$ cat src/verilog/dpc_params.svh
// timing counts, field positions and codes for the disk port command decoder
`ifndef DPC_PARAMS_SVH
`define DPC_PARAMS_SVH
`define DPC_CLK_NS 20
`define DPC_BASE_CLK_NS 90
`define DPC_MICROCYCLE_NS 270
`define DPC_PHASE2_NS 90
`define DPC_BASE_CYC ((`DPC_BASE_CLK_NS + `DPC_CLK_NS - 1) / `DPC_CLK_NS)
`define DPC_MICRO_CYC (3 * `DPC_BASE_CYC)
`define DPC_PHASE2_CYC (`DPC_PHASE2_NS / `DPC_CLK_NS)
`define DPC_HOLD_CYC ((`DPC_MICROCYCLE_NS + `DPC_CLK_NS - 1) / `DPC_CLK_NS)
`define DPC_CMD_ID_HI 4
`define DPC_CMD_ID_LO 3
`define DPC_CMD_CODE_HI 2
`define DPC_TAG_SEEK 0
`define DPC_TAG_HEAD 1
`define DPC_TAG_FUNC 2
`define DPC_FUNC_READ 10'h001
`define DPC_FUNC_WRITE 10'h002
`define DPC_FUNC_RECAL 10'h004
`define DPC_HEAD_COUNT 14
`define DPC_FIFO_DEPTH 4
`define DPC_CTRL_RESET 8'h00
`endif

$ cat src/verilog/dpc_pkg.sv
// types shared by both ends of the disk port command decoder
package dpc_pkg;
  typedef enum logic [1:0] {
    DPC_ID_READ = 2'b00,
    DPC_ID_WRITE = 2'b01,
    DPC_ID_CONTROL = 2'b10,
    DPC_ID_NONE = 2'b11
  } dpc_ident_e;
  typedef enum logic [2:0] {
    DPC_CODE_CTRL = 3'b000,
    DPC_CODE_ADDR = 3'b001,
    DPC_CODE_BYTE = 3'b010,
    DPC_CODE_WORD = 3'b011,
    DPC_CODE_PAT = 3'b100,
    DPC_CODE_POS = 3'b101,
    DPC_CODE_U6 = 3'b110,
    DPC_CODE_U7 = 3'b111
  } dpc_code_e;
  typedef enum logic [1:0] {
    DPC_H_IDLE = 2'b00,
    DPC_H_HOLD = 2'b01,
    DPC_H_READ = 2'b10
  } dpc_hstate_e;
endpackage
$ cat src/verilog/dpc_if.sv
// port bus and drive tag link between host and disk controller
`timescale 1ns/1ps
interface dpc_if;
  logic command_strobe;
  logic device_select_bit;
  logic [4:0] command_lines;
  logic read_strobe;
  logic accelerator_select;
  logic phase_two_gate;
  logic base_clock;
  logic [31:0] host_wdata;
  logic [31:0] host_rdata;
  logic host_rdata_oe;
  logic [2:0] drive_tag_lines;
  logic [9:0] drive_tag_bus;
  logic drive_init;
  logic [4:0] drive_sector_count;
  logic drive_fault;
  logic drive_seek_error;
  logic drive_on_cylinder;
  logic drive_ready;
  logic drive_write_protect;
  modport host (
    output command_strobe, device_select_bit, command_lines, read_strobe,
    output accelerator_select, phase_two_gate, base_clock, host_wdata,
    input host_rdata, host_rdata_oe
  );
  modport ctrl (
    input command_strobe, device_select_bit, command_lines, read_strobe,
    input accelerator_select, phase_two_gate, base_clock, host_wdata,
    output host_rdata, host_rdata_oe,
    output drive_tag_lines, drive_tag_bus, drive_init,
    input drive_sector_count, drive_fault, drive_seek_error,
    input drive_on_cylinder, drive_ready, drive_write_protect
  );
endinterface

$ cat src/verilog/dpc_ctrl.sv
// disk controller end: port command decode, data buffer and drive tag drive
`timescale 1ns/1ps
`include "dpc_params.svh"
// Functional notes
// - host carries select bit and five command lines
// - strobe only with valid command present
// - strobe and lines stable one microcycle
// - decode only when strobe and select high
// - identity 00 read, 01 write, 10 control
// - command bits pick path or preset action
// - answer read strobe only when accelerator low
// - addressed read places data on host bus
// - sync to 90 ns base clock, three per microcycle; host base clock here is 5 clocks, 100 ns
// - phase two gate high last 90 ns; host gate is 4 clocks, 80 ns
// - three tag lines qualify tag bus
// - seek: cylinder on bus, tag one
// - head select: head on bits 4:0, tag two
// - tags also start read, write, recalibrate
// - accept sector count and drive status lines
// - write codes: control, address, byte, word
// - control codes: clear count, irq, preset, auto
module dpc_ctrl (
  input wire logic clk,
  input wire logic rst,
  dpc_if.ctrl port,
  output logic irq_pending,
  output logic auto_mode,
  output logic [7:0] control_word,
  output logic [31:0] drive_address,
  output logic [4:0] sector_count,
  output logic [4:0] drive_status
);
  logic [2:0] cs_s;
  logic [2:0] rd_s;
  logic [2:0] clk_s;
  logic [2:0] sel_s;
  logic [2:0] acc_s;
  logic [4:0] cmd_s [3];
  logic cs_q;
  logic rd_q;
  logic bclk_q;
  logic cs_prev;
  logic rd_prev;
  logic bclk_prev;
  logic cmd_take;
  logic read_take;
  logic [1:0] ident;
  logic [2:0] code;
  logic [1:0] base_count;
  logic fifo_in_valid;
  logic fifo_in_ready;
  logic [31:0] fifo_in_data;
  logic fifo_out_valid;
  logic fifo_out_ready;
  logic [31:0] fifo_out_data;
  logic fifo_flush;
  logic [9:0] tag_bus_next;
  logic [2:0] tag_lines_next;
  logic load_tag;
  logic cmd_take_rd_word;
  logic read_word_now;
  logic [9:0] drv_s [3];

  // three stage synchronisers; a strobe or base clock change counts when stages two and three agree
  always_ff @(posedge clk) begin
    if (rst) begin
      cs_s <= '0;
      rd_s <= '0;
      clk_s <= '0;
      sel_s <= '0;
      acc_s <= '0;
      cmd_s[0] <= '0;
      cmd_s[1] <= '0;
      cmd_s[2] <= '0;
    end else begin
      cs_s <= {cs_s[1:0], port.command_strobe};
      rd_s <= {rd_s[1:0], port.read_strobe};
      clk_s <= {clk_s[1:0], port.base_clock};
      sel_s <= {sel_s[1:0], port.device_select_bit};
      acc_s <= {acc_s[1:0], port.accelerator_select};
      cmd_s[0] <= port.command_lines;
      cmd_s[1] <= cmd_s[0];
      cmd_s[2] <= cmd_s[1];
    end
  end

  always_ff @(posedge clk) begin
    if (rst) begin
      cs_q <= 1'b0;
      rd_q <= 1'b0;
      bclk_q <= 1'b0;
      cs_prev <= 1'b0;
      rd_prev <= 1'b0;
      bclk_prev <= 1'b0;
    end else begin
      if (cs_s[1] == cs_s[2]) begin
        cs_q <= cs_s[2];
      end
      if (rd_s[1] == rd_s[2]) begin
        rd_q <= rd_s[2];
      end
      if (clk_s[1] == clk_s[2]) begin
        bclk_q <= clk_s[2];
      end
      cs_prev <= cs_q;
      rd_prev <= rd_q;
      bclk_prev <= bclk_q;
    end
  end

  always_ff @(posedge clk) begin
    if (rst) begin
      base_count <= '0;
    end else if (bclk_q && !bclk_prev) begin
      base_count <= (base_count == 2'h2) ? 2'h0 : base_count + 2'h1;
    end
  end

  assign cmd_take = cs_q && !cs_prev && sel_s[2];
  assign read_take = rd_q && !rd_prev && !acc_s[2];
  assign ident = cmd_s[2][`DPC_CMD_ID_HI:`DPC_CMD_ID_LO];
  assign code = cmd_s[2][`DPC_CMD_CODE_HI:0];

  // write byte and word into buffer
  always_comb begin
    fifo_in_valid = 1'b0;
    fifo_in_data = port.host_wdata;
    if (cmd_take && ident == dpc_pkg::DPC_ID_WRITE) begin
      if (code == dpc_pkg::DPC_CODE_BYTE) begin
        fifo_in_valid = 1'b1;
        fifo_in_data = {24'h000000, port.host_wdata[7:0]};
      end else if (code == dpc_pkg::DPC_CODE_WORD) begin
        fifo_in_valid = 1'b1;
      end
    end
  end

  assign fifo_flush = cmd_take && ident == dpc_pkg::DPC_ID_CONTROL &&
    (code == dpc_pkg::DPC_CODE_CTRL || code == dpc_pkg::DPC_CODE_WORD);

  dpc_fifo #(.WIDTH(32), .DEPTH(`DPC_FIFO_DEPTH)) u_fifo (
    .clk(clk),
    .rst(rst),
    .flush(fifo_flush),
    .in_valid(fifo_in_valid),
    .in_ready(fifo_in_ready),
    .in_data(fifo_in_data),
    .out_valid(fifo_out_valid),
    .out_ready(fifo_out_ready),
    .out_data(fifo_out_data)
  );

  // read class, selects word path or auto mode
  assign read_word_now = ident == dpc_pkg::DPC_ID_READ &&
    (code == dpc_pkg::DPC_CODE_WORD || code == dpc_pkg::DPC_CODE_BYTE);
  // a command arriving with the read strobe decides; else a standing one
  assign fifo_out_ready = read_take &&
    (auto_mode || (cmd_take ? read_word_now : cmd_take_rd_word));
  always_ff @(posedge clk) begin
    if (rst) begin
      cmd_take_rd_word <= 1'b0;
    end else if (read_take) begin
      cmd_take_rd_word <= 1'b0;
    end else if (cmd_take) begin
      cmd_take_rd_word <= read_word_now;
    end
  end

  always_ff @(posedge clk) begin
    if (rst) begin
      port.host_rdata <= '0;
      port.host_rdata_oe <= 1'b0;
    end else if (read_take) begin
      port.host_rdata_oe <= 1'b1;
      if (fifo_out_ready) begin
        port.host_rdata <= fifo_out_valid ? fifo_out_data : '0;
      end else begin
        port.host_rdata <= {3'h0, drive_status, 3'h0, sector_count, 8'h00, control_word};
      end
    end else if (!rd_q) begin
      port.host_rdata_oe <= 1'b0;
    end
  end

  // control word and address word; others ignored
  always_ff @(posedge clk) begin
    if (rst) begin
      control_word <= `DPC_CTRL_RESET;
      drive_address <= '0;
    end else if (cmd_take && ident == dpc_pkg::DPC_ID_WRITE) begin
      if (code == dpc_pkg::DPC_CODE_CTRL) begin
        control_word <= port.host_wdata[7:0];
      end else if (code == dpc_pkg::DPC_CODE_ADDR) begin
        drive_address <= port.host_wdata;
      end
    end
  end

  always_ff @(posedge clk) begin
    if (rst) begin
      irq_pending <= 1'b0;
      auto_mode <= 1'b0;
      port.drive_init <= 1'b0;
    end else begin
      port.drive_init <= 1'b0;
      if (fifo_in_valid && !fifo_in_ready) begin
        irq_pending <= 1'b1;
      end else if (cmd_take && ident == dpc_pkg::DPC_ID_CONTROL) begin
        if (code == dpc_pkg::DPC_CODE_ADDR) begin
          irq_pending <= 1'b0;
        end else if (code == dpc_pkg::DPC_CODE_WORD) begin
          auto_mode <= 1'b0;
          port.drive_init <= 1'b1;
        end else if (code == dpc_pkg::DPC_CODE_PAT) begin
          auto_mode <= 1'b1;
        end
      end
    end
  end

  // tag selection from address word: [31:30] picks tag, low bits bus
  always_comb begin
    tag_lines_next = 3'h0;
    tag_bus_next = drive_address[9:0];
    load_tag = cmd_take && ident == dpc_pkg::DPC_ID_WRITE &&
      code == dpc_pkg::DPC_CODE_ADDR;
    unique case (port.host_wdata[31:30])
      2'b00: tag_lines_next[`DPC_TAG_SEEK] = 1'b1;
      2'b01: begin
        tag_lines_next[`DPC_TAG_HEAD] = port.host_wdata[4:0] < 5'(`DPC_HEAD_COUNT);
        tag_bus_next = {5'h00, port.host_wdata[4:0]};
      end
      2'b10: tag_lines_next[`DPC_TAG_FUNC] = 1'b1;
      2'b11: tag_lines_next[`DPC_TAG_FUNC] = 1'b1;
    endcase
    if (port.host_wdata[31:30] != 2'b01) begin
      tag_bus_next = port.host_wdata[9:0];
    end
  end

  always_ff @(posedge clk) begin
    if (rst) begin
      port.drive_tag_lines <= '0;
      port.drive_tag_bus <= '0;
    end else if (load_tag) begin
      port.drive_tag_lines <= tag_lines_next;
      port.drive_tag_bus <= tag_bus_next;
    end else if (base_count == 2'h2 && bclk_q && !bclk_prev) begin
      port.drive_tag_lines <= '0;
    end
  end

  always_ff @(posedge clk) begin
    drv_s[0] <= {port.drive_write_protect, port.drive_ready, port.drive_on_cylinder,
      port.drive_seek_error, port.drive_fault, port.drive_sector_count};
    drv_s[1] <= drv_s[0];
    drv_s[2] <= drv_s[1];
    if (rst) begin
      sector_count <= '0;
      drive_status <= '0;
    end else if (drv_s[1] == drv_s[2]) begin
      {drive_status, sector_count} <= drv_s[2];
    end
  end
endmodule

$ cat src/verilog/dpc_fifo.sv
// small synchronous fifo with valid and ready on both sides
`timescale 1ns/1ps
module dpc_fifo #(
  parameter int WIDTH = 32,
  parameter int DEPTH = 4
) (
  input wire logic clk,
  input wire logic rst,
  input wire logic flush,
  input wire logic in_valid,
  output logic in_ready,
  input wire logic [WIDTH-1:0] in_data,
  output logic out_valid,
  input wire logic out_ready,
  output logic [WIDTH-1:0] out_data
);
  localparam int AW = $clog2(DEPTH);
  logic [WIDTH-1:0] mem [DEPTH];
  logic [AW-1:0] wr_ptr;
  logic [AW-1:0] rd_ptr;
  logic [AW:0] count;
  logic push;
  logic pop;

  assign in_ready = (count != DEPTH[AW:0]);
  assign out_valid = (count != '0);
  assign out_data = mem[rd_ptr];
  assign push = in_valid && in_ready;
  assign pop = out_valid && out_ready;

  always_ff @(posedge clk) begin
    if (push) begin
      mem[wr_ptr] <= in_data;
    end
  end

  always_ff @(posedge clk) begin
    if (rst || flush) begin
      wr_ptr <= '0;
      rd_ptr <= '0;
      count <= '0;
    end else begin
      if (push) begin
        wr_ptr <= (wr_ptr == AW'(DEPTH - 1)) ? '0 : wr_ptr + 1'b1;
      end
      if (pop) begin
        rd_ptr <= (rd_ptr == AW'(DEPTH - 1)) ? '0 : rd_ptr + 1'b1;
      end
      count <= count + {{AW{1'b0}}, push} - {{AW{1'b0}}, pop};
    end
  end
endmodule

$ cat src/flat_wrapper.sv
// flat-port wrapper written by rule: the top's interface ports become plain ports
module dpc_ctrl_flat 
  (clk, rst, irq_pending, auto_mode, control_word, drive_address, sector_count, drive_status, port_command_strobe, port_device_select_bit, port_command_lines, port_read_strobe, port_accelerator_select, port_phase_two_gate, port_base_clock, port_host_wdata, port_host_rdata, port_host_rdata_oe, port_drive_tag_lines, port_drive_tag_bus, port_drive_init, port_drive_sector_count, port_drive_fault, port_drive_seek_error, port_drive_on_cylinder, port_drive_ready, port_drive_write_protect);
  dpc_if port_i ();
  input wire logic clk;
  input wire logic rst;
  output logic irq_pending;
  output logic auto_mode;
  output logic [7:0] control_word;
  output logic [31:0] drive_address;
  output logic [4:0] sector_count;
  output logic [4:0] drive_status;
  input wire logic [$bits(port_i.command_strobe)-1:0] port_command_strobe;
  input wire logic [$bits(port_i.device_select_bit)-1:0] port_device_select_bit;
  input wire logic [$bits(port_i.command_lines)-1:0] port_command_lines;
  input wire logic [$bits(port_i.read_strobe)-1:0] port_read_strobe;
  input wire logic [$bits(port_i.accelerator_select)-1:0] port_accelerator_select;
  input wire logic [$bits(port_i.phase_two_gate)-1:0] port_phase_two_gate;
  input wire logic [$bits(port_i.base_clock)-1:0] port_base_clock;
  input wire logic [$bits(port_i.host_wdata)-1:0] port_host_wdata;
  output wire logic [$bits(port_i.host_rdata)-1:0] port_host_rdata;
  output wire logic [$bits(port_i.host_rdata_oe)-1:0] port_host_rdata_oe;
  output wire logic [$bits(port_i.drive_tag_lines)-1:0] port_drive_tag_lines;
  output wire logic [$bits(port_i.drive_tag_bus)-1:0] port_drive_tag_bus;
  output wire logic [$bits(port_i.drive_init)-1:0] port_drive_init;
  input wire logic [$bits(port_i.drive_sector_count)-1:0] port_drive_sector_count;
  input wire logic [$bits(port_i.drive_fault)-1:0] port_drive_fault;
  input wire logic [$bits(port_i.drive_seek_error)-1:0] port_drive_seek_error;
  input wire logic [$bits(port_i.drive_on_cylinder)-1:0] port_drive_on_cylinder;
  input wire logic [$bits(port_i.drive_ready)-1:0] port_drive_ready;
  input wire logic [$bits(port_i.drive_write_protect)-1:0] port_drive_write_protect;
  assign port_i.command_strobe = port_command_strobe;
  assign port_i.device_select_bit = port_device_select_bit;
  assign port_i.command_lines = port_command_lines;
  assign port_i.read_strobe = port_read_strobe;
  assign port_i.accelerator_select = port_accelerator_select;
  assign port_i.phase_two_gate = port_phase_two_gate;
  assign port_i.base_clock = port_base_clock;
  assign port_i.host_wdata = port_host_wdata;
  assign port_host_rdata = port_i.host_rdata;
  assign port_host_rdata_oe = port_i.host_rdata_oe;
  assign port_drive_tag_lines = port_i.drive_tag_lines;
  assign port_drive_tag_bus = port_i.drive_tag_bus;
  assign port_drive_init = port_i.drive_init;
  assign port_i.drive_sector_count = port_drive_sector_count;
  assign port_i.drive_fault = port_drive_fault;
  assign port_i.drive_seek_error = port_drive_seek_error;
  assign port_i.drive_on_cylinder = port_drive_on_cylinder;
  assign port_i.drive_ready = port_drive_ready;
  assign port_i.drive_write_protect = port_drive_write_protect;
  dpc_ctrl u_core (.clk(clk), .rst(rst), .port(port_i), .irq_pending(irq_pending), .auto_mode(auto_mode), .control_word(control_word), .drive_address(drive_address), .sector_count(sector_count), .drive_status(drive_status));
endmodule
$ cat config.mk
export PLATFORM = sky130hd
export DESIGN_NAME = dpc_ctrl_flat
export DESIGN_NICKNAME = d
export VERILOG_FILES = /design/src/verilog/dpc_pkg.sv /design/src/verilog/dpc_if.sv /design/src/verilog/dpc_ctrl.sv /design/src/verilog/dpc_fifo.sv /design/src/flat_wrapper.sv
export VERILOG_INCLUDE_DIRS = /design/src /design/src/verilog
export SDC_FILE = /design/constraint.sdc
export NUM_CORES = 1
export LEC_CHECK = 0
export BUFFER_PORTS_ARGS = -buffer_cell sky130_fd_sc_hd__buf_2
export CELL_PAD_IN_SITES_DETAIL_PLACEMENT = 0
export CELL_PAD_IN_SITES_GLOBAL_PLACEMENT = 1
export CORE_MARGIN = 2
export CORE_UTILIZATION = 30
export DETAILED_ROUTE_END_ITERATION = 12
export GPL_ROUTABILITY_DRIVEN = 0
export PLACE_DENSITY_LB_ADDON = 0.1
export SYNTH_ARGS = -nofsm -noshare
export SYNTH_HDL_FRONTEND = slang
export SYNTH_SLANG_ARGS = --single-unit
$ cat constraint.sdc
create_clock -name clk -period 7.6 [get_ports clk]
set_input_delay 1.14 -clock clk [delete_from_list [all_inputs] [get_ports clk]]
set_output_delay 1.14 -clock clk [all_outputs]
set_load 0.05 [all_outputs]
Yosys cells after proc, flatten, opt, wreduce, memory -nomap -nowiden
Memories as Yosys holds them, arrays and structs flattened. A register that Yosys moved wholly into a read port is not among the register bits.
Index checks and enable logic that the tools add are counted.
Widths: inputs -> output; s select.
Word-level totals
  bits in registers: 130
  bits in read-only memories: 0
  bits in latches: 0
  memories kept: 3
  RAM bits: 173
  word-level logic and storage cells: 137
Operators by class
  bitwise logic cells: 7
  add/subtract/negate cells: 5
  equality and inequality tests: 19
  multiplexer cells: 35
  $lt $le $gt $ge: 1
  shift-type cells: 0
  reduce and logical (&&, ||, !) cells: 40
  div/mod/pow operators: 0
  $mul: 0
Memory list
  u_core.u_fifo.mem: depth 4, width 32, rd ports 1, clocked after Yosys merged registers in 1, write ports 1, line dpc_fifo.sv:18  | logic [WIDTH-1:0] mem [DEPTH];
  u_core.drv_s: depth 3, width 10, rd ports 3, clocked after Yosys merged registers in 0, write ports 3, line dpc_ctrl.sv:62  | logic [9:0] drv_s [3];
  u_core.cmd_s: depth 3, width 5, rd ports 3, clocked after Yosys merged registers in 0, write ports 3, line dpc_ctrl.sv:38  | logic [4:0] cmd_s [3];
Operator list (count)
  $mux 32: 4
  $mux 10: 2
  $mux 1: 19
  $logic_and 1x1->1: 16
  $mux 5: 3
  $eq 2x2->1 const B: 6
  $eq 10x10->1: 1
  $mux 2: 5
  $reduce_bool 2->1: 4
  $add 2x1->2 const B: 3
  $eq 3x2->1 const B: 2
  $mux 3: 2
  $logic_not 1->1: 5
  $lt 5x4->1 const B: 1
  $eq 2x1->1 const B: 2
  $logic_not 2->1: 2
  $logic_or 1x1->1: 4
  $not 1->1: 4
  $reduce_and 2->1: 2
  $reduce_and 4->1: 1
  $reduce_or 2->1: 2
  $reduce_or 4->1: 1
  $add 3x1->3: 1
  $eq 1x1->1: 3
  10 further kinds: 12

Logic depth before layout (Yosys ltp)
  depth in word-level cells: 9
  depth in mapped cells: 12

Modules after synthesis
Synthesis repeated with hierarchy kept, for this count alone.
Second synthesis, totals
  cell total of the unflattened synthesis: 770
  area, all modules: 10762.8 sq um
Modules (own cells, without submodules)
  dpc_ctrl: instances 1, sequential area each 3363.2 sq um, cells each 552, area each 5646.7 sq um
  dpc_fifo: instances 1, sequential area each 4023.9 sq um, cells each 218, area each 5116.2 sq um

Least setup slack after synthesis
OpenSTA, ideal clock, no wires.
  path type: register to register
  from: register u_core.cs_q
  to: register u_core.u_fifo.count[2]
  data required time: 7.485 ns
  library setup time: 0.115 ns
  arrival: 2.439 ns
  stages on the path, launching flop included: 12
  period minus slack after synthesis: 2.554 ns
  setup slack: 5.046 ns
  cell sequence: dfxtp_1 and3b_1 mux2_2 buf_2 o211ai_1 xnor2_1 ha_1 inv_1 fa_1 xor2_1 xnor2_1 nor2_1
Between the ends
  longest elaborated chain between the ends: 7
  elaborated cells between the ends (all ways): 14
RTL lines
  start: declaration: line dpc_ctrl.sv:39  | logic cs_q;
  start signal: assignment: line dpc_ctrl.sv:97  | cs_q <= cs_s[2];
  $logic_and 1x1->1 (*) (2 in series): line dpc_ctrl.sv:119  | assign cmd_take = cs_q && !cs_prev && sel_s[2];
  $logic_and 1x1->1 / $mux 1 (equally long branches): line dpc_ctrl.sv:128, dpc_ctrl.sv:158
  $mux 1 / $logic_or 1x1->1 (equally long branches): line dpc_ctrl.sv:128, dpc_ctrl.sv:158
  $logic_and 1x1->1 (on tied branches): line dpc_fifo.sv:28, dpc_ctrl.sv:157
  $add 3x1->3 / $logic_and 1x1->1 (equally long branches): line dpc_fifo.sv:49, dpc_fifo.sv:29
  $sub 3x1->3: line dpc_fifo.sv:49  | count <= count + {{AW{1'b0}}, push} - {{AW{1'b0}}, pop};
  end signal: assignment: line dpc_fifo.sv:49
  end: declaration: line dpc_fifo.sv:21  | logic [AW:0] count;
Mark *: on every way between the ends. The rest lies on a longest branch, timed or not.
A chain may end at the register's enable or synchronous reset.

Final worst setup path
  from: register u_core.auto_mode
  to: output auto_mode
RTL lines
  start: declaration: line dpc_ctrl.sv:27  | output logic auto_mode,
  start signal: assignment: line dpc_ctrl.sv:202  | auto_mode <= 1'b0;
  start signal: assignment: line dpc_ctrl.sv:212  | auto_mode <= 1'b0;
  start signal: assignment: line dpc_ctrl.sv:215  | auto_mode <= 1'b1;
  end: declaration: line flat_wrapper.sv:8  | output logic auto_mode;
No word-level cell between the ends.

==> results.toml <==
[run_status]
status = "finished, final reports clean"

[setup_path]
rr_worst_depth = 10
r2r_start = "u_core.cmd_s[0][11]"
crit_type = "reg2out"
cp_cell_sequence = "buf_2"
crit_path_max_incr_delay_ns = 1.01
cp_num_buf_inv = 1
required_ns = 6.46
cp-start-kind = "flop"
cp.arrival_ns = 1.94
path_max_fanout = 24
critPathCaptureType = "primary output"
crit_slowest_cell = "dfxtp_1"
path_depth = 1
cp_top_family = "flip-flops"
crit_start = "u_core.auto_mode"

[logic_synthesis]
syn_area_sq_um = 10900
syn_inst = 816
yosys.cell_types.count = 43
ys.flop_type = "dfxtp_1"
ys_warn_count = 0
ys_seq_area_share_pct = 67.8
synth_seq_cells = 305
syn_area_per_cell_sq_um = 13.4
synth-async-reset-ratio_pct = 0
synth_edf_count = 128
synth_nets = 878

[route]
drtAntennaViolNets = 0
vias = 6667
via_per_inst = 4.59
wirelength_microns = 26700
dr.pass1.iters = 4
drt_iter0_markers = 266
drcViolationCount = 0
post_drt_wl_per_cell_microns = 18.4

[power_and_ir_drop]
p_per_area_nw_per_um2 = 271
p_leak_uw = 0.00494
ir_drop_v = 0.000116

[global_routing]
track_usage_pct = 14.2
grt_overflow = 0
grt_start_max_net_pins = 81
grt_pass1_vias = 6981
antenna_found_initial = 0
grt_pass1_wl_microns = 41900

[die]
io_pins = 154
die-area_sq_um = 37900
die_w_microns = 195
core_sq_um = 35700
row_count = 69
initial_core_util_pct = 30.6
die_y_microns = 195

[timing]
skew_ns = 0.00819
tns_ns = 0
fin_ws_ns = 4.52
worst_pin_slew_ns = 1.05
max_freq_mhz = 325
setup_viol = 0
finalHoldViolations = 0
rsz0062_at_grt = "false"
drv_slew = 0
slew_headroom_pct = 29.8
period_minus_slack_ns = 3.08
min_period_over_period_pct = 40.5

[placement]
port_buffers = 152
dpl.hpwl_microns = 16100
dpl_cell_area_sq_um = 12100
dp_worst_setup_slack_ns = 4.63

[clocking]
cts_tree = "yes"
cts_num_sinks = 305
cts_buffer_depth = 3
cts_resized = 0
clock_latency_ns = 0.51
hold_buffers = 0
postCtsSetupRepairBufs = 0
cts_made_buffers = 37
cts.clk_slew.worst_paths_ns = 0.05
cts-htree-levels = 2
root_buffer = "clkbuf_16"

[hold_path]
hold_depth = 0
hold_path.class = "reg2reg"
hp-start = "u_core.drv_s[0][8]"

[cells_and_area]
fin_nets = 1025
drive_gt1_share_pct = 26.8
fillers = 3496
fin_area_sq_um = 13400
antenna_cells = 0
area_growth_pct = 23.2
utilization_pct = 37.6

[job]
maxCapViolCount = 0
cell type report:
class	count	area (sq um)	area share [%]
Clock buffer	49	1050	7.85
Tap cell	461	577	4.30
Inverter	4	15.0	0.112
Multi-Input combinational cell	456	3330	24.8
Sequential cell	305	7390	55.1
Clock inverter	18	243	1.81
Timing Repair Buffer	159	816	6.08
worst paths after layout:
| kind | endpoint | slack [ns] |
|---|---|---|
| worst min register to register | u_core.drv_s[0][18] | 0.32 |
| worst max register to register | u_core.u_fifo.count[2] | 4.70 |
| worst max-delay path | auto_mode | 4.52 |
| worst min-delay path | u_core.drv_s[0][18] | 0.32 |
cell usage after synthesis, types with 9 or more instances:
cell type / instances / area (sq um)
clkbuf_1: 32 / 120
a32o_1: 14 / 140
nand2b_1: 25 / 156
nor2b_1: 58 / 363
a21oi_1: 52 / 260
nor2_1: 19 / 71.3
xnor2_1: 11 / 96.3
buf_2: 13 / 65.1
mux2i_1: 24 / 240
nand3_1: 9 / 45.0
nand2_1: 123 / 462
o211ai_1: 37 / 278
dfxtp_1: 177 / 3540
mux4_2: 32 / 721
edfxtp_1: 128 / 3840
registers in the layout, indices dropped and copies added, names as in the netlist, 2 cells and up, named ones only:
signal,flops
u_core.acc_s,3
u_core.base_count,2
u_core.clk_s,3
u_core.cmd_s,15
u_core.control_word,8
u_core.cs_s,3
u_core.drive_address,32
u_core.drive_status,5
u_core.drv_s,30
u_core.port.drive_tag_bus,10
u_core.port.drive_tag_lines,3
u_core.port.host_rdata,32
u_core.rd_s,3
u_core.sector_count,5
u_core.sel_s,3
u_core.u_fifo.count,3
u_core.u_fifo.mem,128
u_core.u_fifo.rd_ptr,2
u_core.u_fifo.wr_ptr,2
metal layers:
layer	vias up	track usage, %	wire [microns]
met5	-	0	0
met4	0	3.19	353
met3	32	3.31	1320
met2	138	23.3	12500
met1	3260	19.2	12500
li1	3237	-	-
worst register-to-register path, cell delays in order (launching register included):
cell and delay [ns]:
dfxtp_1 0.49, nor4b_1 0.34, mux2_2 0.58, o211ai_1 0.20, xnor2_1 0.21, ha_1 0.17
inv_1 0.05, fa_1 0.39, xor2_1 0.16, xnor2_1 0.14, nor2_1 0.05
cells in the final DEF, fill, tap and decap left out, drive strengths merged, types with 8 or more instances in the layout:
master  synthesis  routed
nor2           19      19
mux2i          24      24
o211ai         37      37
nor2b          58      58
edfxtp        128     128
clkinv          0       9
mux4           32      32
clkbuf         32      49
a21oi          52      52
nand2         123     123
buf            19     159
xnor2          11      11
nand3           9       9
and2            8       8
a32o           14      14
dfxtp         177     177
nand2b         25      25
power by group:
part	switching [uW]	internal (uW)	leakage (uW)
logic	40.2	24.7	0.00172
registers	6.78	1720	0.00259
clock network	670	1180	0.000630
total	717	2920	0.00494
cells by family after synthesis:
| logic type | after synthesis | synth area share, % |
|---|---|---|
| xor gates and xnor gates | 14 | 1.13 |
| muxes | 57 | 8.92 |
| AOI/OAI and AO/OA | 114 | 7.13 |
| and+or+nand+nor | 264 | 12.1 |
| adders and majority gates | 7 | 0.873 |
| buffers and inverters | 55 | 2.04 |
| DFF | 305 | 67.8 |
per-stage QoR:
stage	total power, uW	std cells	hold slack, ns
after detailed placement	1830	1385	0.313
after global routing	3780	1452	0.334
after global placement	1830	1385	0.313
after CTS	3700	1452	0.324
after floorplan	1790	816	0.310
final	3640	1452	0.325
Note: power is estimated with default switching activity, not from simulation.
